$ cat src/rtl/psfm_pkg.sv
// Package: register map, field positions and types of the status flag map
package psfm_pkg;
  // Register indices; byte address on the bus is four times the index
  localparam logic [5:0] IDX_TARGET_LIMIT = 6'h00;
  localparam logic [5:0] IDX_PRESS_LOW = 6'h01;
  localparam logic [5:0] IDX_PRESS_HIGH = 6'h02;
  localparam logic [5:0] IDX_RESID_LIMIT = 6'h03;
  localparam logic [5:0] IDX_VOLT_LOW = 6'h04;
  localparam logic [5:0] IDX_VOLT_HIGH = 6'h05;
  localparam logic [5:0] IDX_ENERGIZE_LIMIT = 6'h06;
  localparam logic [5:0] IDX_ENERGIZE_COUNT = 6'h07;
  localparam logic [5:0] IDX_SUMMARY = 6'h14;
  localparam logic [5:0] IDX_REG_DIAG = 6'h18;
  localparam logic [5:0] IDX_HUB_FAULT = 6'h1A;
  localparam logic [5:0] IDX_REG_QUALITY = 6'h1B;
  localparam logic [5:0] IDX_AUX_QUALITY = 6'h1C;

  // Reset values of the software limits
  localparam logic [15:0] RST_TARGET_LIMIT = 16'h03E8;
  localparam logic [15:0] RST_PRESS_LOW = 16'h0000;
  localparam logic [15:0] RST_PRESS_HIGH = 16'h03E8;
  localparam logic [15:0] RST_RESID_LIMIT = 16'h000A;
  localparam logic [15:0] RST_VOLT_LOW = 16'h00D8;
  localparam logic [15:0] RST_VOLT_HIGH = 16'h0108;
  localparam logic [31:0] RST_ENERGIZE_LIMIT = 32'hFFFFFFFF;

  // Settle band: pressure within one tenth of target
  localparam int SETTLE_DIVISOR = 10;

  // Energizing time unit, counted in milliseconds
  localparam int CLK_HZ = 125000000;
  localparam int ENERGIZE_UNIT_MS = 1;
  localparam int ENERGIZE_UNIT_CYCLES = CLK_HZ / 1000 * ENERGIZE_UNIT_MS;

  // Regulator diagnostic word bit positions
  localparam int DG_SETTLED = 0;
  localparam int DG_ENERGIZE = 3;
  localparam int DG_RESIDUAL = 4;
  localparam int DG_TARGET_OVER = 5;
  localparam int DG_LOW_RANGE = 6;
  localparam int DG_HIGH_RANGE = 7;
  localparam int DG_VOLT_LOW = 8;
  localparam int DG_VOLT_HIGH = 9;
  localparam int DG_ALARM = 10;
  localparam int DG_COMM_FAULT = 11;
  localparam int DG_VALVE_FAULT = 12;
  localparam int DG_SYS_FAULT = 13;
  localparam int DG_NVM_FAULT = 14;
  localparam int DG_ERROR = 15;

  // Hub fault byte bit positions
  localparam int HF_AUX_SHORT = 0;
  localparam int HF_LINK = 1;
  localparam int HF_VALVE_SHORT = 2;

  // Summary flag byte bit positions
  localparam int SF_FLOW_UNIT = 0;
  localparam int SF_FLOW_REF = 1;
  localparam int SF_FLOW_DIAG = 2;
  localparam int SF_TEMP_DIAG = 3;
  localparam int SF_PRESS_DIAG = 4;
  localparam int SF_FORCED = 5;
  localparam int SF_ERROR = 6;
  localparam int SF_SYS_ERROR = 7;

  // Number of ports that carry a quality byte
  localparam int NUM_PORTS = 2;

  // Per-port status, packed in quality-byte order (msb = bit 7)
  typedef struct packed {
    logic input_data_valid;
    logic event_pending;
    logic link_up;
    logic stored_params_valid;
    logic signal_line_short;
    logic supply_short;
    logic mapping_mismatch;
    logic device_identity_mismatch;
  } psfm_port_status_t;

  // Regulator measurements and fault reports
  typedef struct packed {
    logic [15:0] output_pressure;
    logic [15:0] target_pressure;
    logic [15:0] supply_voltage;
    logic valve_energized;
    logic comm_fault;
    logic valve_fault;
    logic system_fault;
    logic nvm_fault;
  } psfm_regulator_t;

  // Hub state and summary sources
  typedef struct packed {
    logic aux_supply_line_short;
    logic hub_link_up;
    logic valve_supply_short;
    logic flow_unit_cubic_feet;
    logic flow_ref_normal;
    logic flow_diag;
    logic temp_diag;
    logic forced_mode;
    logic system_error;
  } psfm_hub_t;
endpackage

$ cat src/rtl/psfm_flag_map.sv
// Status flag map: derives process status bytes and serves them over Avalon-MM
`timescale 1ns/1ps
module psfm_flag_map #(
  parameter int ENERGIZE_UNIT_CYCLES = psfm_pkg::ENERGIZE_UNIT_CYCLES,
  parameter int ADDR_W = 8
) (
  input wire logic sys_clk,
  input wire logic reset_n,
  input wire logic [ADDR_W-1:0] avs_address,
  input wire logic avs_read,
  input wire logic avs_write,
  input wire logic [31:0] avs_writedata,
  input wire logic [3:0] avs_byteenable,
  output logic [31:0] avs_readdata,
  output logic avs_waitrequest,
  input wire psfm_pkg::psfm_regulator_t regulator_in,
  input wire psfm_pkg::psfm_hub_t hub_in,
  input wire psfm_pkg::psfm_port_status_t [psfm_pkg::NUM_PORTS-1:0] port_in
);

  // Merge write data into a register under the byte enables
  function automatic logic [31:0] be_merge(input logic [31:0] old, input logic [31:0] wd, input logic [3:0] be);
    logic [31:0] r;
    r = old;
    for (int i = 0; i < 4; i++) begin
      if (be[i]) begin
        r[8*i +: 8] = wd[8*i +: 8];
      end
    end
    return r;
  endfunction

  // Reset synchroniser; only the second stage feeds the design
  logic rst_meta_q; // First stage, read only by the second
  logic rst_sync_n_q; // Released reset used everywhere

  always_ff @(posedge sys_clk or negedge reset_n) begin
    if (!reset_n) begin
      rst_meta_q <= 1'b0;
      rst_sync_n_q <= 1'b0;
    end else begin
      rst_meta_q <= 1'b1;
      rst_sync_n_q <= rst_meta_q;
    end
  end

  // Bus decode
  logic [5:0] word_idx; // Word index from the byte address
  logic addr_aligned; // Low two address bits are zero; upper bits are not checked
  logic bus_commit; // Access completes at this edge
  assign word_idx = avs_address[7:2];
  assign addr_aligned = (avs_address[1:0] == 2'h0);
  assign bus_commit = (avs_read || avs_write) && !avs_waitrequest;

  // Software limits
  logic [15:0] target_limit_q;
  logic [15:0] press_low_q;
  logic [15:0] press_high_q;
  logic [15:0] resid_limit_q;
  logic [15:0] volt_low_q;
  logic [15:0] volt_high_q;
  logic [31:0] energize_limit_q;

  // Limit registers take writes at the completing edge only
  always_ff @(posedge sys_clk or negedge rst_sync_n_q) begin
    if (!rst_sync_n_q) begin
      target_limit_q <= psfm_pkg::RST_TARGET_LIMIT;
      press_low_q <= psfm_pkg::RST_PRESS_LOW;
      press_high_q <= psfm_pkg::RST_PRESS_HIGH;
      resid_limit_q <= psfm_pkg::RST_RESID_LIMIT;
      volt_low_q <= psfm_pkg::RST_VOLT_LOW;
      volt_high_q <= psfm_pkg::RST_VOLT_HIGH;
      energize_limit_q <= psfm_pkg::RST_ENERGIZE_LIMIT;
    end else if (bus_commit && avs_write && addr_aligned) begin
      case (word_idx)
        // Upper lanes of the merged word are dropped on purpose for 16-bit limits
        psfm_pkg::IDX_TARGET_LIMIT: begin
          target_limit_q <= 16'(be_merge({16'h0000, target_limit_q}, avs_writedata, avs_byteenable));
        end
        psfm_pkg::IDX_PRESS_LOW: begin
          press_low_q <= 16'(be_merge({16'h0000, press_low_q}, avs_writedata, avs_byteenable));
        end
        psfm_pkg::IDX_PRESS_HIGH: begin
          press_high_q <= 16'(be_merge({16'h0000, press_high_q}, avs_writedata, avs_byteenable));
        end
        psfm_pkg::IDX_RESID_LIMIT: begin
          resid_limit_q <= 16'(be_merge({16'h0000, resid_limit_q}, avs_writedata, avs_byteenable));
        end
        psfm_pkg::IDX_VOLT_LOW: begin
          volt_low_q <= 16'(be_merge({16'h0000, volt_low_q}, avs_writedata, avs_byteenable));
        end
        psfm_pkg::IDX_VOLT_HIGH: begin
          volt_high_q <= 16'(be_merge({16'h0000, volt_high_q}, avs_writedata, avs_byteenable));
        end
        psfm_pkg::IDX_ENERGIZE_LIMIT: begin
          energize_limit_q <= be_merge(energize_limit_q, avs_writedata, avs_byteenable);
        end
        default: begin
          // Read-only or unmapped: write is dropped
        end
      endcase
    end
  end

  // Energizing time accumulator in whole time units
  logic [31:0] unit_cnt_q; // Cycles within the current unit
  logic [31:0] energize_ms_q; // Accumulated units, saturating

  always_ff @(posedge sys_clk or negedge rst_sync_n_q) begin
    if (!rst_sync_n_q) begin
      unit_cnt_q <= 32'h00000000;
      energize_ms_q <= 32'h00000000;
    end else if (regulator_in.valve_energized) begin
      if (unit_cnt_q == 32'(ENERGIZE_UNIT_CYCLES - 1)) begin
        unit_cnt_q <= 32'h00000000;
        // Saturate so the notification never wraps back off
        if (energize_ms_q != 32'hFFFFFFFF) begin
          energize_ms_q <= energize_ms_q + 32'h00000001;
        end
      end else begin
        unit_cnt_q <= unit_cnt_q + 32'h00000001;
      end
    end
  end

  // Pressure comparisons
  logic [15:0] press_err; // Absolute pressure error
  logic [19:0] press_err_x; // Error scaled by the settle divisor
  logic settled;
  assign press_err = (regulator_in.output_pressure > regulator_in.target_pressure) ?
    (regulator_in.output_pressure - regulator_in.target_pressure) :
    (regulator_in.target_pressure - regulator_in.output_pressure);
  assign press_err_x = 20'(press_err) * 20'(psfm_pkg::SETTLE_DIVISOR);
  assign settled = (press_err_x <= {4'h0, regulator_in.target_pressure});

  // Residual pressure: sampled when the target falls to zero
  logic target_zero_q; // Target was zero last cycle
  logic residual_q; // Residual fault flag

  always_ff @(posedge sys_clk or negedge rst_sync_n_q) begin
    if (!rst_sync_n_q) begin
      target_zero_q <= 1'b1;
      residual_q <= 1'b0;
    end else begin
      target_zero_q <= (regulator_in.target_pressure == 16'h0000);
      if (regulator_in.target_pressure != 16'h0000) begin
        // A new nonzero target clears the old fault
        residual_q <= 1'b0;
      end else if (!target_zero_q) begin
        residual_q <= (regulator_in.output_pressure > resid_limit_q);
      end
    end
  end

  // Regulator diagnostic word, refreshed every cycle
  logic [15:0] diag_q;
  logic [15:0] diag_d;

  always_comb begin
    diag_d = 16'h0000;
    diag_d[psfm_pkg::DG_SETTLED] = settled;
    diag_d[psfm_pkg::DG_ENERGIZE] = (energize_ms_q >= energize_limit_q);
    diag_d[psfm_pkg::DG_RESIDUAL] = residual_q;
    diag_d[psfm_pkg::DG_TARGET_OVER] = (regulator_in.target_pressure > target_limit_q);
    diag_d[psfm_pkg::DG_LOW_RANGE] = (regulator_in.output_pressure < press_low_q);
    diag_d[psfm_pkg::DG_HIGH_RANGE] = (regulator_in.output_pressure > press_high_q);
    diag_d[psfm_pkg::DG_VOLT_LOW] = (regulator_in.supply_voltage < volt_low_q);
    diag_d[psfm_pkg::DG_VOLT_HIGH] = (regulator_in.supply_voltage > volt_high_q);
    diag_d[psfm_pkg::DG_COMM_FAULT] = regulator_in.comm_fault;
    diag_d[psfm_pkg::DG_VALVE_FAULT] = regulator_in.valve_fault;
    diag_d[psfm_pkg::DG_SYS_FAULT] = regulator_in.system_fault;
    diag_d[psfm_pkg::DG_NVM_FAULT] = regulator_in.nvm_fault;
    // Summaries come from the same cycle's bits so they never lag them
    diag_d[psfm_pkg::DG_ALARM] = |diag_d[psfm_pkg::DG_VOLT_HIGH:psfm_pkg::DG_RESIDUAL];
    diag_d[psfm_pkg::DG_ERROR] = |diag_d[psfm_pkg::DG_NVM_FAULT:psfm_pkg::DG_COMM_FAULT];
  end

  always_ff @(posedge sys_clk or negedge rst_sync_n_q) begin
    if (!rst_sync_n_q) begin
      diag_q <= 16'h0000;
    end else begin
      diag_q <= diag_d;
    end
  end

  // Hub fault and summary bytes
  logic [7:0] hub_q;
  logic [7:0] summary_q;

  always_ff @(posedge sys_clk or negedge rst_sync_n_q) begin
    if (!rst_sync_n_q) begin
      hub_q <= 8'h00;
      summary_q <= 8'h00;
    end else begin
      hub_q <= 8'h00;
      hub_q[psfm_pkg::HF_AUX_SHORT] <= hub_in.aux_supply_line_short;
      hub_q[psfm_pkg::HF_LINK] <= hub_in.hub_link_up;
      hub_q[psfm_pkg::HF_VALVE_SHORT] <= hub_in.valve_supply_short;
      summary_q[psfm_pkg::SF_FLOW_UNIT] <= hub_in.flow_unit_cubic_feet;
      summary_q[psfm_pkg::SF_FLOW_REF] <= hub_in.flow_ref_normal;
      summary_q[psfm_pkg::SF_FLOW_DIAG] <= hub_in.flow_diag;
      summary_q[psfm_pkg::SF_TEMP_DIAG] <= hub_in.temp_diag;
      summary_q[psfm_pkg::SF_PRESS_DIAG] <= diag_d[psfm_pkg::DG_LOW_RANGE] | diag_d[psfm_pkg::DG_HIGH_RANGE];
      summary_q[psfm_pkg::SF_FORCED] <= hub_in.forced_mode;
      summary_q[psfm_pkg::SF_ERROR] <= diag_d[psfm_pkg::DG_ALARM] | diag_d[psfm_pkg::DG_ERROR];
      summary_q[psfm_pkg::SF_SYS_ERROR] <= hub_in.system_error;
    end
  end

  // Port quality bytes, one identical copy per port
  logic [7:0] quality_q [psfm_pkg::NUM_PORTS];

  for (genvar p = 0; p < psfm_pkg::NUM_PORTS; p++) begin : g_port
    // Field order of the struct already matches the byte layout
    always_ff @(posedge sys_clk or negedge rst_sync_n_q) begin
      if (!rst_sync_n_q) begin
        quality_q[p] <= 8'h00;
      end else begin
        quality_q[p][0] <= port_in[p].device_identity_mismatch;
        quality_q[p][1] <= port_in[p].mapping_mismatch;
        quality_q[p][2] <= port_in[p].supply_short;
        quality_q[p][3] <= port_in[p].signal_line_short;
        quality_q[p][4] <= port_in[p].stored_params_valid;
        quality_q[p][5] <= port_in[p].link_up;
        quality_q[p][6] <= port_in[p].event_pending;
        quality_q[p][7] <= port_in[p].input_data_valid;
      end
    end
  end

  // Read mux; unmapped or misaligned reads return zero
  logic [31:0] rdata_d;

  always_comb begin
    rdata_d = 32'h00000000;
    if (addr_aligned) begin
      case (word_idx)
        psfm_pkg::IDX_TARGET_LIMIT: rdata_d = {16'h0000, target_limit_q};
        psfm_pkg::IDX_PRESS_LOW: rdata_d = {16'h0000, press_low_q};
        psfm_pkg::IDX_PRESS_HIGH: rdata_d = {16'h0000, press_high_q};
        psfm_pkg::IDX_RESID_LIMIT: rdata_d = {16'h0000, resid_limit_q};
        psfm_pkg::IDX_VOLT_LOW: rdata_d = {16'h0000, volt_low_q};
        psfm_pkg::IDX_VOLT_HIGH: rdata_d = {16'h0000, volt_high_q};
        psfm_pkg::IDX_ENERGIZE_LIMIT: rdata_d = energize_limit_q;
        psfm_pkg::IDX_ENERGIZE_COUNT: rdata_d = energize_ms_q;
        psfm_pkg::IDX_SUMMARY: rdata_d = {24'h000000, summary_q};
        psfm_pkg::IDX_REG_DIAG: rdata_d = {16'h0000, diag_q};
        psfm_pkg::IDX_HUB_FAULT: rdata_d = {24'h000000, hub_q};
        psfm_pkg::IDX_REG_QUALITY: rdata_d = {24'h000000, quality_q[0]};
        psfm_pkg::IDX_AUX_QUALITY: rdata_d = {24'h000000, quality_q[1]};
        default: rdata_d = 32'h00000000;
      endcase
    end
  end

  // Wait-state engine: one wait cycle, then a one-cycle completion.
  // Waitrequest idles high so it can come from a flop without a
  // combinational path from the request.
  always_ff @(posedge sys_clk or negedge rst_sync_n_q) begin
    if (!rst_sync_n_q) begin
      avs_waitrequest <= 1'b1;
      avs_readdata <= 32'h00000000;
    end else if (!avs_waitrequest) begin
      avs_waitrequest <= 1'b1;
    end else if (avs_read || avs_write) begin
      avs_waitrequest <= 1'b0;
      // Data latched one cycle early and held through completion
      avs_readdata <= avs_read ? rdata_d : 32'h00000000;
    end
  end

endmodule

$ cat config.mk
export PLATFORM = sky130hd
export DESIGN_NAME = psfm_flag_map
export DESIGN_NICKNAME = d
export VERILOG_FILES = /design/src/rtl/psfm_pkg.sv /design/src/rtl/psfm_flag_map.sv
export SDC_FILE = /design/constraint.sdc
export NUM_CORES = 1
export LEC_CHECK = 0
export BUFFER_PORTS_ARGS = -buffer_cell sky130_fd_sc_hd__buf_2
export CAP_MARGIN = 20
export CORE_MARGIN = 2
export CORE_UTILIZATION = 45
export CTS_CLUSTER_SIZE = 28
export DETAILED_ROUTE_END_ITERATION = 12
export PLACE_DENSITY = 0.75
export SLEW_MARGIN = 20
export SYNTH_ARGS = -nofsm -noshare
export SYNTH_HDL_FRONTEND = slang
export SYNTH_SLANG_ARGS = --single-unit
$ cat constraint.sdc
create_clock -name sys_clk -period 9.5 [get_ports sys_clk]
set_input_delay 0.95 -clock sys_clk [delete_from_list [all_inputs] [get_ports sys_clk]]
set_output_delay 0.95 -clock sys_clk [all_outputs]
set_load 0.01 [all_outputs]
## Word-level counts from Yosys, hierarchy flattened

Index checks and enable logic that the tools add are counted.

| storage, ports and cells | value |
|---|---|
| output and inout bits | 33 |
| ROM bits | 0 |
| bits in writable memories | 0 |
| bits of input ports | 126 |
| memories kept | 0 |
| bits in latches | 0 |
| flip-flop bits (word level) | 270 |

| cells by class | value |
|---|---|
| multiply operators | 1 |
| equality and inequality tests | 15 |
| reduce and logical (&&, ||, !) cells | 29 |
| bitwise gates (word level) | 2 |
| muxes and demuxes | 9 |
| $lt $le $gt $ge | 9 |
| shifts and indexed selects | 0 |
| divide/modulo/power cells | 0 |
| add/sub/neg operators | 4 |

Operator list:

| kind | number |
|---|---|
| one-hot mux 32 bit (13 select lines) | 1 |
| 2-to-1 mux 32 bit | 3 |
| > comparator 16 bit | 5 |
| adder 32 x 1 -> 32 bit (second input constant) | 2 |
| AND reduction 3 bit | 17 |
| equality test 32 x 17 -> 1 bit (second input constant) | 1 |
| >= comparator 32 bit | 1 |
| < comparator 16 bit | 2 |
| inequality test 32 bit (second input constant) | 1 |
| subtractor 16 bit | 2 |
| equality test 6 x 5 -> 1 bit (second input constant) | 5 |
| equality test 6 x 3 -> 1 bit (second input constant) | 4 |
| less-or-equal comparator 20 x 16 -> 1 bit | 1 |
| multiplier 16 x 3 -> 19 bit (second input constant) | 1 |
| zero test 16 bit | 1 |
| 2-to-1 mux 16 bit | 1 |
| nonzero test 16 bit | 1 |
| equality test 6 x 2 -> 1 bit (second input constant) | 2 |
| equality test 6 x 1 -> 1 bit (second input constant) | 1 |
| zero test 6 bit | 1 |
| OR reduction 6 bit | 1 |
| 2-to-1 mux 1 bit | 4 |
| OR reduction 4 bit | 1 |
| logical AND 1 bit | 3 |
| 6 further kinds | 7 |

## Longest topological paths before layout

Gate-level depths: netlist of run 1.

| depth | value |
|---|---|
| depth in word-level cells | 5 |
| mapped depth | 33 |

## Worst setup path after synthesis of run 1

Ideal clock, no wire load.

| path | value |
|---|---|
| kind | input -> register |
| start point | input regulator_in[37] in the netlist's numbering |
| end point | register diag_q[0] |
| buffers on the path | 1 |
| stages | 31 |
| arrival | 6.863 ns |
| required time | 9.379 ns |
| slack | 2.516 ns |
| setup time | 0.121 ns |
| cell sequence | inv_1 > ha_1 > inv_1 > fa_1 > a21o_1 > a221o_1 > o31a_1 > o21ai_4 > buf_6 > mux2_2 > a211oi_1 > o21ai_0 > xor2_1 > ha_1 > ha_1 > and3_1 > a21oi_1 > o21ai_0 > o21a_1 > o21a_1 > nor2_1 > ha_1 > and4_1 > and4_1 > and2_1 > a311oi_1 > o21ai_0 > maj3_2 > o21ai_0 > a211oi_1 > and4b_1 |

| on the way | value |
|---|---|
| longest elaborated chain between the ends | 4 |
| elaborated cells between the ends (all ways) | 6 |
| those cells by class | add/sub: 2; mul: 1; order compare: 2; mux: 1 |

Ends and longest elaborated chain:

| item | RTL line | source |
|---|---|---|
| start, declared | psfm_flag_map.sv:16 | `input wire psfm_pkg::psfm_regulator_t regulator_in,` |
| subtractor 16 bit (tied with other cells) | psfm_flag_map.sv:132 | `(regulator_in.target_pressure - regulator_in.output_pressure);` |
| 2-to-1 mux 16 bit (*) | psfm_flag_map.sv:130 | `assign press_err = (regulator_in.output_pressure > regulator_in.target_pressure) ?` |
| multiplier 16 x 3 -> 19 bit (*) | psfm_flag_map.sv:133 | `assign press_err_x = 20'(press_err) * 20'(psfm_pkg::SETTLE_DIVISOR);` |
| less-or-equal comparator 20 x 16 -> 1 bit (*) | psfm_flag_map.sv:134 | `assign settled = (press_err_x <= {4'h0, regulator_in.target_pressure});` |
| named net diag_d[0] | psfm_flag_map.sv:157 | `logic [15:0] diag_d;` |
| end signal, assigned | psfm_flag_map.sv:182 | `diag_q <= diag_d;` |
| end, declared | psfm_flag_map.sv:156 | `logic [15:0] diag_q;` |

The timed path passes the listed nets; every way through them passes the cells marked *.
A chain may end at the register's enable or synchronous reset.

## Worst setup path after layout of run 1

Ends and elaborated chain as after synthesis.

==> out/metrics.cfg, run 1 <==
[grt]
grt_pass1_wl_um = 74730
antenna_found_initial = 9
grt_usage_pct = 24.11
grt_overflow = 0
grt_start_max_net_pins = 75
grt_pass1_vias = 13580

[clock_tree]
root_buffer = clkbuf_16
insertion_delay_ps = 560
cts_buffer_depth = 3
cts_tree = built
clock_sinks = 270
path_clk_slew_ps = 60
cts_setup_buffers = 0
ctsHoldBuffers = 0
numCtsBuffers = 28
h-tree-depth = 1
cts_resized = 0

[yosys]
synth_edf_count = 0
yosysSeqAreaShare_pct = 40.06
synth_cell_types = 78
synth_nets = 1977
yosys_register_bits = 270
syn_inst = 1649
netlist_area_um2 = 17040
async_flop_share_pct = 100.0
syn_area_per_cell_um2 = 10.33
synth_area_leaders = dfrtp_1, ha_1, mux2_2, dfstp_2, inv_1
yosysWarningCount = 0
synth_top_area_share_pct = 31.73
synth_flop_cell = dfrtp_1
synth_top_cell_by_area = dfrtp_1

[critical_path]
cp-end-kind = flop
critPathTopFamily = compound AO/OA/AOI/OAI gates
crit_top_cell = ha_1
r2r_end = energize_ms_q[15]
critPathMaxStageDelay_ps = 610
critPathMaxFanout = 22
cp-start-kind = primary input
slowest_stage = o21ai_4
timing.rr.start = unit_cnt_q[28]
ff2ff_setup_slack_ps = 6370
crit_buf_inv = 3
worstPathArrival_ps = 8120
r2r_cells = 9
crit_type = primary input to flop
worstPathRequired_ps = 9950

[cells_and_area]
post-route-cell-area_um2 = 19440
final_cell_mix = dfrtp_1, ha_1, inv_1
final_common_cell = dfrtp_1
drive_gt1_share_pct = 23.84
final_net_count = 2139
synthToLayoutAreaGrowth_pct = 14.12

[sta]
final.setup_skew_ps = 21.23
slew_headroom_pct = 26.65
max_freq_mhz = 130.3
setup_viol = 0
min_period_ps = 7674
final_max_slew_viol_count = 0
hold_violations = 0
finalCritPeriodShare_pct = 80.78
rsz0062_at_grt = no
tns_ps = 0
worstMarginPinSlew_ps = 1085

[route]
firstDrtPassIters = 7
vias_per_cell = 5.762
drc = 0
drt_wl_total_um = 47080
postRouteAntennaNets = 0
via_count = 13550
drt_iter0_drc = 1166
wl_per_cell_um = 20.02

[job]
cap_viol_max_count = 0

[placement]
port_buffers = 158
dp_hpwl_um = 36280
placed_cell_area_um2 = 18420
routabilityCongestion = 0.9486

[status]
status = finished clean

[worst_hold_path]
hold_class = primary input to async pin

[die]
die_y_um = 198.6
io_pins = 159
dieWidth_um = 198.6
rows = 71
core-area_um2 = 37490
dieArea_um2 = 39430
initial_utilization_pct = 45.44

[power]
peakVddDrop_uv = 126.5
pwr_density_cell_nw_per_um2 = 165.2
p_leak_nw = 9.146

## where the power goes
group | switching, mW | internal (mW) | leakage (nW)
Sequential | 0.0320 | 1.18 | 3.43
Clock | 0.477 | 0.705 | 0.487
Combinational | 0.464 | 0.351 | 5.22
Total | 0.973 | 2.24 | 9.15
## layer usage
| layer | vias up | global-route usage [%] | part of all wire, % |
|---|---|---|---|
| met1 | 6622 | 34.38 | 45 |
| met2 | 519 | 37.21 | 44 |
| met5 | - | 0 | 0.028 |
| li1 | 6316 | - | - |
| met3 | 94 | 5.053 | 8.0 |
| met4 | 2 | 6.302 | 2.6 |
## flip-flops by register name (all words and copies together), names as in the netlist, 3 cells and up
name              flops
volt_low_q           16
volt_high_q          16
energize_ms_q        32
press_low_q          16
diag_q               14
avs_readdata         32
energize_limit_q     32
quality_q            16
resid_limit_q        16
hub_q                 3
summary_q             8
unit_cnt_q           32
target_limit_q       16
press_high_q         16
## synthesized netlist by cell type (4+ instances only)
| master | instances |
|---|---|
| a21o_1 | 54 |
| mux2_2 | 136 |
| nand3_1 | 44 |
| o211ai_1 | 10 |
| nand2_1 | 90 |
| and4_1 | 9 |
| a31oi_1 | 12 |
| a21oi_1 | 61 |
| nor2b_1 | 13 |
| ha_1 | 199 |
| dfstp_2 | 54 |
| nand2b_1 | 10 |
| nor3_1 | 16 |
| o21a_1 | 22 |
| o22ai_1 | 4 |
| a22oi_1 | 35 |
| a222oi_1 | 11 |
| and2_1 | 9 |
| nor4_1 | 17 |
| dfrtp_1 | 216 |
| xor2_1 | 34 |
| xnor2_1 | 48 |
| a211oi_1 | 7 |
| nand4_1 | 39 |
| a221oi_1 | 27 |
| a221o_1 | 4 |
| clkbuf_1 | 29 |
| o2111ai_1 | 5 |
| a21boi_0 | 5 |
| o21ai_0 | 59 |
| mux2i_1 | 10 |
| and3_1 | 29 |
| inv_1 | 184 |
| buf_2 | 4 |
| a22o_1 | 16 |
| nor2_1 | 64 |
## metrics by stage
stage / power [mW] / hold slack, ps / utilization [%] / worst slack (ps) / instances
after floorplan: 1.797 / 331.2 / - / 1513 / 1649
after global placement: 2.017 / 342.2 / 49.13 / 1460 / 2292
after detailed placement: 2.025 / 340.5 / 49.13 / 1376 / 2292
after CTS: 3.206 / 152.7 / 51.80 / 1927 / 2344
after global routing: 3.376 / 164.8 / 51.84 / 1274 / 2349
final: 3.212 / 166.5 / 51.86 / 1826 / 2352
## worst max path at each step
| stage | start | to | slack [ps] | cells past startpoint |
|---|---|---|---|---|
| 2_1_floorplan | rst_sync_n_q | avs_readdata[0] | 1510 | 0 |
| 4_1_cts | regulator_in[37] | diag_q[0] | 1930 | 32 |
| 6_report | regulator_in[37] | diag_q[0] | 1830 | 32 |
| 5_1_grt | regulator_in[37] | diag_q[0] | 1270 | 32 |
| 3_5_place_dp | regulator_in[37] | diag_q[0] | 1380 | 32 |
| 3_3_place_gp | regulator_in[37] | diag_q[0] | 1460 | 32 |
## logic make-up after synthesis
family                     after synthesis  share of synthesized area, %
AOI/OAI and AO/OA                      362                         14.96
and+or+nand+nor                        360                         10.91
DFF                                    270                         40.06
buffers and inverters                  223                         5.046
adders and majority gates              203                         15.03
muxes                                  147                         9.665
xor gates and xnor gates                83                         4.311
other                                    1                       0.02201
## area by class of cell
type / count / area, µm²
diodes: 8 / 20.02
clock buffers: 35 / 798.3
clock inverters: 17 / 202.7
fillers: 3421 / 18050
inverters: 184 / 690.7
multi-input cells: 1156 / 9374
flip-flops and latches: 270 / 6828
well taps: 511 / 639.4
repair buffers: 171 / 888.4
Power figures use the tool's default switching activity.
==> inputs of run 2 (changes only) <==
==> constraint.sdc (replaced) <==
create_clock -name sys_clk -period 7.2 [get_ports sys_clk]
set_input_delay 0.72 -clock sys_clk [delete_from_list [all_inputs] [get_ports sys_clk]]
set_output_delay 0.72 -clock sys_clk [all_outputs]
set_load 0.01 [all_outputs]
==> run 2 against run 1 <==
Compared with the run above:
- cell count rose by 1.7%
- final area rose by 1.6%
- first-iteration DRC count fell by 0.17%
- highest routed layer is now met4
- critical endpoint unchanged
- flip-flop and latch count did not move
==> out/metrics.cfg, run 2 (same netlist as run 1, synthesis figures left out) <==
[placement]
placed_cells = 2336  ; +1.9%
port_buffers = 158  ; unchanged
dp_slack_ps = -69.20  ; -1445 ps
routabilityCongestion = 0.9470  ; -0.17%
dp_hpwl_um = 36740  ; +1.3%

[grt]
grt_start_max_net_pins = 181  ; +140%
antenna_found_initial = 3  ; -6
grt_pass1_vias = 13760  ; +1.3%
grt_pass1_wl_um = 75420  ; +0.92%
grt_usage_pct = 24.37  ; +0.26 points
grt_overflow = 0  ; unchanged

[sta]
final_max_slew_viol_count = 0  ; unchanged
hold_violations = 0  ; unchanged
min_period_ps = 6742
finalCritPeriodShare_pct = 93.64
tns_ps = 0  ; unchanged
rsz0062_at_grt = no
holdWs_ps = 226.3  ; +59.82 ps
max_freq_mhz = 148.3
slew_headroom_pct = 32.93  ; +6.3 points
final.setup_skew_ps = 15.01  ; -6.227 ps
setup_viol = 0  ; unchanged
fin_ws_ps = 458.1  ; -1368 ps
worstMarginPinSlew_ps = 1006  ; -78.99 ps

[route]
postRouteAntennaNets = 0  ; unchanged
wl_per_cell_um = 19.92  ; -0.48%
drt_wl_total_um = 47650  ; +1.2%
vias_per_cell = 5.702  ; -1.1%
firstDrtPassIters = 9  ; +2
drc = 0  ; unchanged
drt_iter0_drc = 1164  ; -0.17%
via_count = 13640  ; +0.63%

[die]
io_pins = 159  ; unchanged
dieArea_um2 = 39430  ; unchanged
initial_utilization_pct = 45.44  ; unchanged
core-area_um2 = 37490  ; unchanged
rows = 71  ; unchanged
die_y_um = 198.6  ; unchanged
dieWidth_um = 198.6  ; unchanged

[status]
status = finished clean

[critical_path]
crit_type = primary input to flop
slowest_stage = fa_1
worstPathArrival_ps = 7190  ; -930 ps
ff2ff_setup_slack_ps = 4040  ; -2330 ps
startpoint = regulator_in[37]
cp-start-kind = primary input
critPathMaxStageDelay_ps = 380  ; -230 ps
timing.rr.start = unit_cnt_q[23]
worstPathRequired_ps = 7650  ; -2300 ps
cp-end-kind = flop
critPathMaxFanout = 4  ; -82%
r2r_cells = 9  ; unchanged
crit_top_cell = ha_1
r2r_end = energize_ms_q[15]

[cells_and_area]
drive_gt1_share_pct = 25.35  ; +1.5 points
fin_cells = 2392  ; +1.7%
final_net_count = 2184  ; +2.1%
final_common_cell = dfrtp_1
final_cell_mix = dfrtp_1, ha_1, inv_1
synthToLayoutAreaGrowth_pct = 15.97

[power]
pwr-share-comb_pct = 27.1  ; +1.7 points
peakVddDrop_uv = 167.5  ; +32%
p_switching_mw = 1.294  ; +33%
p_sw_share_pct = 30.12  ; -0.18 points
clockPowerShare_pct = 35.7  ; -1.1 points
pwr_density_cell_nw_per_um2 = 217.4  ; +32%
p_seq_share_pct = 37.2  ; -0.6 points
p_leak_nw = 9.352  ; +2.3%
p_int_mw = 3.001  ; +34%

[job]
cap_viol_max_count = 0  ; unchanged

[clock_tree]
cts_buffer_depth = 3  ; unchanged
h-tree-depth = 1  ; unchanged
cts_setup_buffers = 0  ; unchanged
numCtsBuffers = 28  ; unchanged
cts_tree = built
clock_sinks = 270  ; unchanged
path_clk_slew_ps = 70  ; about the same
root_buffer = clkbuf_16
insertion_delay_ps = 560  ; about the same

[worst_hold_path]
hold_class = flop to async pin

[run 2: cell count changes in the layout (fill, tap and decap cells not counted), sizes merged]
| cell | previous run | this run |
|---|---|---|
| clkinv | 9 | 3 |
| bufinv | 4 | 3 |
| clkbuf | 35 | 41 |
| buf | 171 | 215 |
| dlygate4sd3 | 0 | 1 |
| inv | 184 | 185 |
| diode | 8 | 3 |
[run 2: how the worst max path moves through the flow]
| stage | cells past startpoint | slack [ps] | end |
|---|---|---|---|
| 2_1_floorplan | 31 | 450 | diag_q[0] |
| 3_3_place_gp | 33 | 60 | diag_q[0] |
| 3_5_place_dp | 33 | -70 | diag_q[0] |
| 4_1_cts | 33 | 490 | diag_q[0] |
| 5_1_grt | 33 | 40 | diag_q[0] |
| 6_report | 33 | 460 | diag_q[0] |
[run 2: layout make-up]
cell class / count / area [µm²]
Clock inverter: 11 / 143.9
Inverter: 184 / 690.7
Tap cell: 511 / 639.4
Clock buffer: 41 / 840.8
Fill cell: 3405 / 17730
Antenna cell: 3 / 7.507
Timing Repair Buffer: 216 / 1241
Sequential cell: 270 / 6828
Multi-Input combinational cell: 1156 / 9366
[run 2: layer usage]
layer	vias to the layer above	track usage, %	wire [µm]
li1	6392	-	-
met5	-	0	0
met1	6680	34.70	21890
met2	481	37.70	20950
met4	0	6.247	1160
met3	85	5.137	3652
[run 2: worst max-delay path, delay by kind of cell]
family	cells	cell delay, ps
compound gates	15	2800
fa+ha+maj	6	1650
simple gates	5	990
xor+xnor	1	200
mux	1	310
buf+inv	5	490
[run 2: power by group through the flow]
stage	combinational (mW)	sequential, mW	clock [mW]
2_1_floorplan	0.742	1.63	0
3_3_place_gp	1.13	1.62	0
3_5_place_dp	1.15	1.62	0
4_1_cts	1.16	1.60	1.56
5_1_grt	1.32	1.60	1.62
6_report	1.16	1.60	1.54
[run 2: what timing repair did]
item,in CTS,in global routing
hold buffers,1,0
endpoints found under the hold margin,2,0
endpoints found under the setup margin,0,0
resized for setup,0,0
[run 2: through the flow]
| step | power, mW | util, % | area, µm² |
|---|---|---|---|
| global route | 4.539 | 52.69 | 19750 |
| floorplan | 2.371 | - | 17040 |
| global placement | 2.750 | 50.03 | 18760 |
| detailed placement | 2.771 | 50.03 | 18760 |
| finish | 4.295 | 52.70 | 19760 |
| CTS | 4.317 | 52.68 | 19750 |
==> inputs of run 3 (changes only) <==
--- a/config.mk
+++ b/config.mk
@@ -8,10 +8,10 @@
 export BUFFER_PORTS_ARGS = -buffer_cell sky130_fd_sc_hd__buf_2
 export CAP_MARGIN = 20
 export CORE_MARGIN = 2
-export CORE_UTILIZATION = 45
+export CORE_UTILIZATION = 43
 export CTS_CLUSTER_SIZE = 28
 export DETAILED_ROUTE_END_ITERATION = 12
-export PLACE_DENSITY = 0.75
+export PLACE_DENSITY = 0.73
 export SLEW_MARGIN = 20
 export SYNTH_ARGS = -nofsm -noshare
 export SYNTH_HDL_FRONTEND = slang
==> run 3 against run 2 <==
Compared with the run above:
- power grew 1.5%
- critical path type unchanged
- first-iteration DRC count decreased by 5.8%
- non-clock buffer count rose by 2
- cell count up 0.46%
- global-route usage fell by 0.87 points
- flip-flop and latch count unchanged
- maximum frequency is 1.1% lower
==> out/metrics.cfg, run 3 (same netlist as run 1, synthesis figures left out) <==
[route]
vias_per_cell = 5.687  ; -0.25%
wl_per_cell_um = 20.16  ; +1.2%
postRouteAntennaNets = 0  ; unchanged
drt_wl_total_um = 48450  ; +1.7%
drt_iter0_drc = 1097  ; -5.8%
firstDrtPassIters = 7  ; -2
via_count = 13670  ; +0.21%
drc = 0  ; unchanged

[clock_tree]
insertion_delay_ps = 560  ; about the same
path_clk_slew_ps = 60  ; about the same
numCtsBuffers = 28  ; unchanged
h-tree-depth = 1  ; unchanged
cts_buffer_depth = 3  ; unchanged
root_buffer = clkbuf_16
cts_tree = built
clock_sinks = 270  ; unchanged

[placement]
port_buffers = 158  ; unchanged
routabilityCongestion = 0.9354  ; -1.2%
dp_hpwl_um = 37150  ; +1.1%

[grt]
grt_overflow = 0  ; unchanged
grt_pass1_vias = 13890  ; +0.93%
grt_usage_pct = 23.49  ; -0.87 points
grt_pass1_wl_um = 76660  ; +1.6%
grt_start_max_net_pins = 133  ; -27%
antenna_found_initial = 4  ; +1

[power]
p_switching_mw = 1.308  ; +1.1%
p_int_mw = 3.053  ; +1.7%
pwr_density_cell_nw_per_um2 = 219.6  ; +1.0%
p_sw_share_pct = 29.99  ; -0.13 points
peakVddDrop_uv = 161.9  ; -3.3%
pwr-share-comb_pct = 26.1  ; -1.0 points
p_seq_share_pct = 36.7  ; -0.5 points
p_leak_nw = 9.396  ; +0.47%
clockPowerShare_pct = 37.2  ; +1.5 points
total_power_mw = 4.361  ; +1.5%

[status]
status = finished clean

[sta]
hold_violations = 0  ; unchanged
final.setup_skew_ps = 19.43  ; +4.427 ps
max_freq_mhz = 146.6  ; -1.1%
min_period_ps = 6819  ; +77.36 ps
tns_ps = 0  ; unchanged
setup_viol = 0  ; unchanged
final_max_slew_viol_count = 0  ; unchanged
finalCritPeriodShare_pct = 94.71  ; +1.1 points
worstMarginPinSlew_ps = 1119  ; +113.2 ps
slew_headroom_pct = 25.30  ; -7.6 points

[cells_and_area]
synthToLayoutAreaGrowth_pct = 16.56
final_cell_mix = dfrtp_1, ha_1, inv_1
final_common_cell = dfrtp_1
drive_gt1_share_pct = 25.80  ; +0.45 points
final_net_count = 2186  ; +0.092%

[die]
rows = 72  ; +1.4%
core-area_um2 = 38920  ; +3.8%
dieWidth_um = 203.0  ; +2.3%
dieArea_um2 = 41230  ; +4.6%
die_y_um = 203.0  ; +2.3%
initial_utilization_pct = 43.78  ; -1.7 points
io_pins = 159  ; unchanged

[worst_hold_path]
hold_class = primary input to flop
holdPathStages = 1
hold_start = hub_in[6]
whs_endpoint = hub_q[2]

[critical_path]
r2r_cells = 9  ; unchanged
critPathTopFamily = compound AO/OA/AOI/OAI gates
worstPathArrival_ps = 7260  ; +70 ps
slowest_stage = mux2i_1
crit_type = primary input to flop
cp-start-kind = primary input
worstPathRequired_ps = 7640  ; about the same
crit_buf_inv = 4  ; -1
critPathMaxFanout = 7  ; +3
cp-end-kind = flop
critPathMaxStageDelay_ps = 410  ; +30 ps
ff2ff_setup_slack_ps = 4050  ; about the same
r2r_end = energize_ms_q[15]
timing.rr.start = unit_cnt_q[23]

[job]
cap_viol_max_count = 0  ; unchanged

[run 3: changes by cell type in the layout (fill, tap and decap cells not counted), moves of 2 or more]
| cell | previous run | this run |
|---|---|---|
| bufinv_16 | 3 | 5 |
| diode_2 | 3 | 5 |
| buf_4 | 56 | 58 |
| clkbuf_1 | 5 | 2 |
[run 3: timing repair]
item                                    in CTS  in global routing
gates resized for setup                      0                  5
endpoints found under the hold margin        2                  0
hold buffers                                 1                  0
setup buffers                                0                  1
endpoints found under the setup margin       0                  1
[run 3: worst max-delay path by stage]
stage / to / depth (start not counted) / startpoint / slack [ps]
after detailed placement: diag_q[0] / 32 / regulator_in[37] / -160
after global routing: diag_q[0] / 31 / regulator_in[37] / -6
after global placement: diag_q[0] / 32 / regulator_in[37] / 20
after floorplan: diag_q[0] / 31 / regulator_in[37] / 450
after CTS: diag_q[0] / 32 / regulator_in[37] / 400
final: diag_q[0] / 32 / regulator_in[37] / 380
[run 3: power groups by stage]
stage               Combinational, mW  Sequential [mW]  Clock, mW
CTS                              1.12             1.60       1.65
detailed placement               1.11             1.63          0
finish                           1.14             1.60       1.62
global placement                 1.08             1.63          0
global route                     1.28             1.61       1.71
floorplan                       0.742             1.63          0
[run 3: per-layer routing]
metal,part of all wire (%),wire length (µm),track usage (%),vias up
met5,0,0,0,-
met4,1.9,915,5.761,0
met3,7.6,3706,5.217,65
met2,45,21990,36.95,495
met1,45,21830,32.90,6711
li1,-,-,-,6396
[run 3: final cells by class]
cell class	count	area, µm²
antenna	5	12.51
clock buffer	37	815.8
clock inverter	15	220.2
fill	3567	19060
inverter	184	690.7
multi-input combinational	1156	9387
sequential	270	6828
tap	518	648.1
timing repair buffer	218	1256
[run 3: stage by stage]
| stage | hold slack [ps] | utilization (%) | worst slack (ps) | instance area, µm² | instances |
|---|---|---|---|---|---|
| after floorplan | 331.1 | - | 446.4 | 17040 | 1649 |
| after global placement | 340.6 | 48.23 | 20.80 | 18770 | 2344 |
| after detailed placement | 335.5 | 48.24 | -156.3 | 18770 | 2344 |
| after CTS | 240.5 | 50.92 | 402.2 | 19820 | 2397 |
| after global routing | 240.5 | 51.02 | -5.655 | 19860 | 2402 |
| final | 259.3 | 51.03 | 380.7 | 19860 | 2403 |
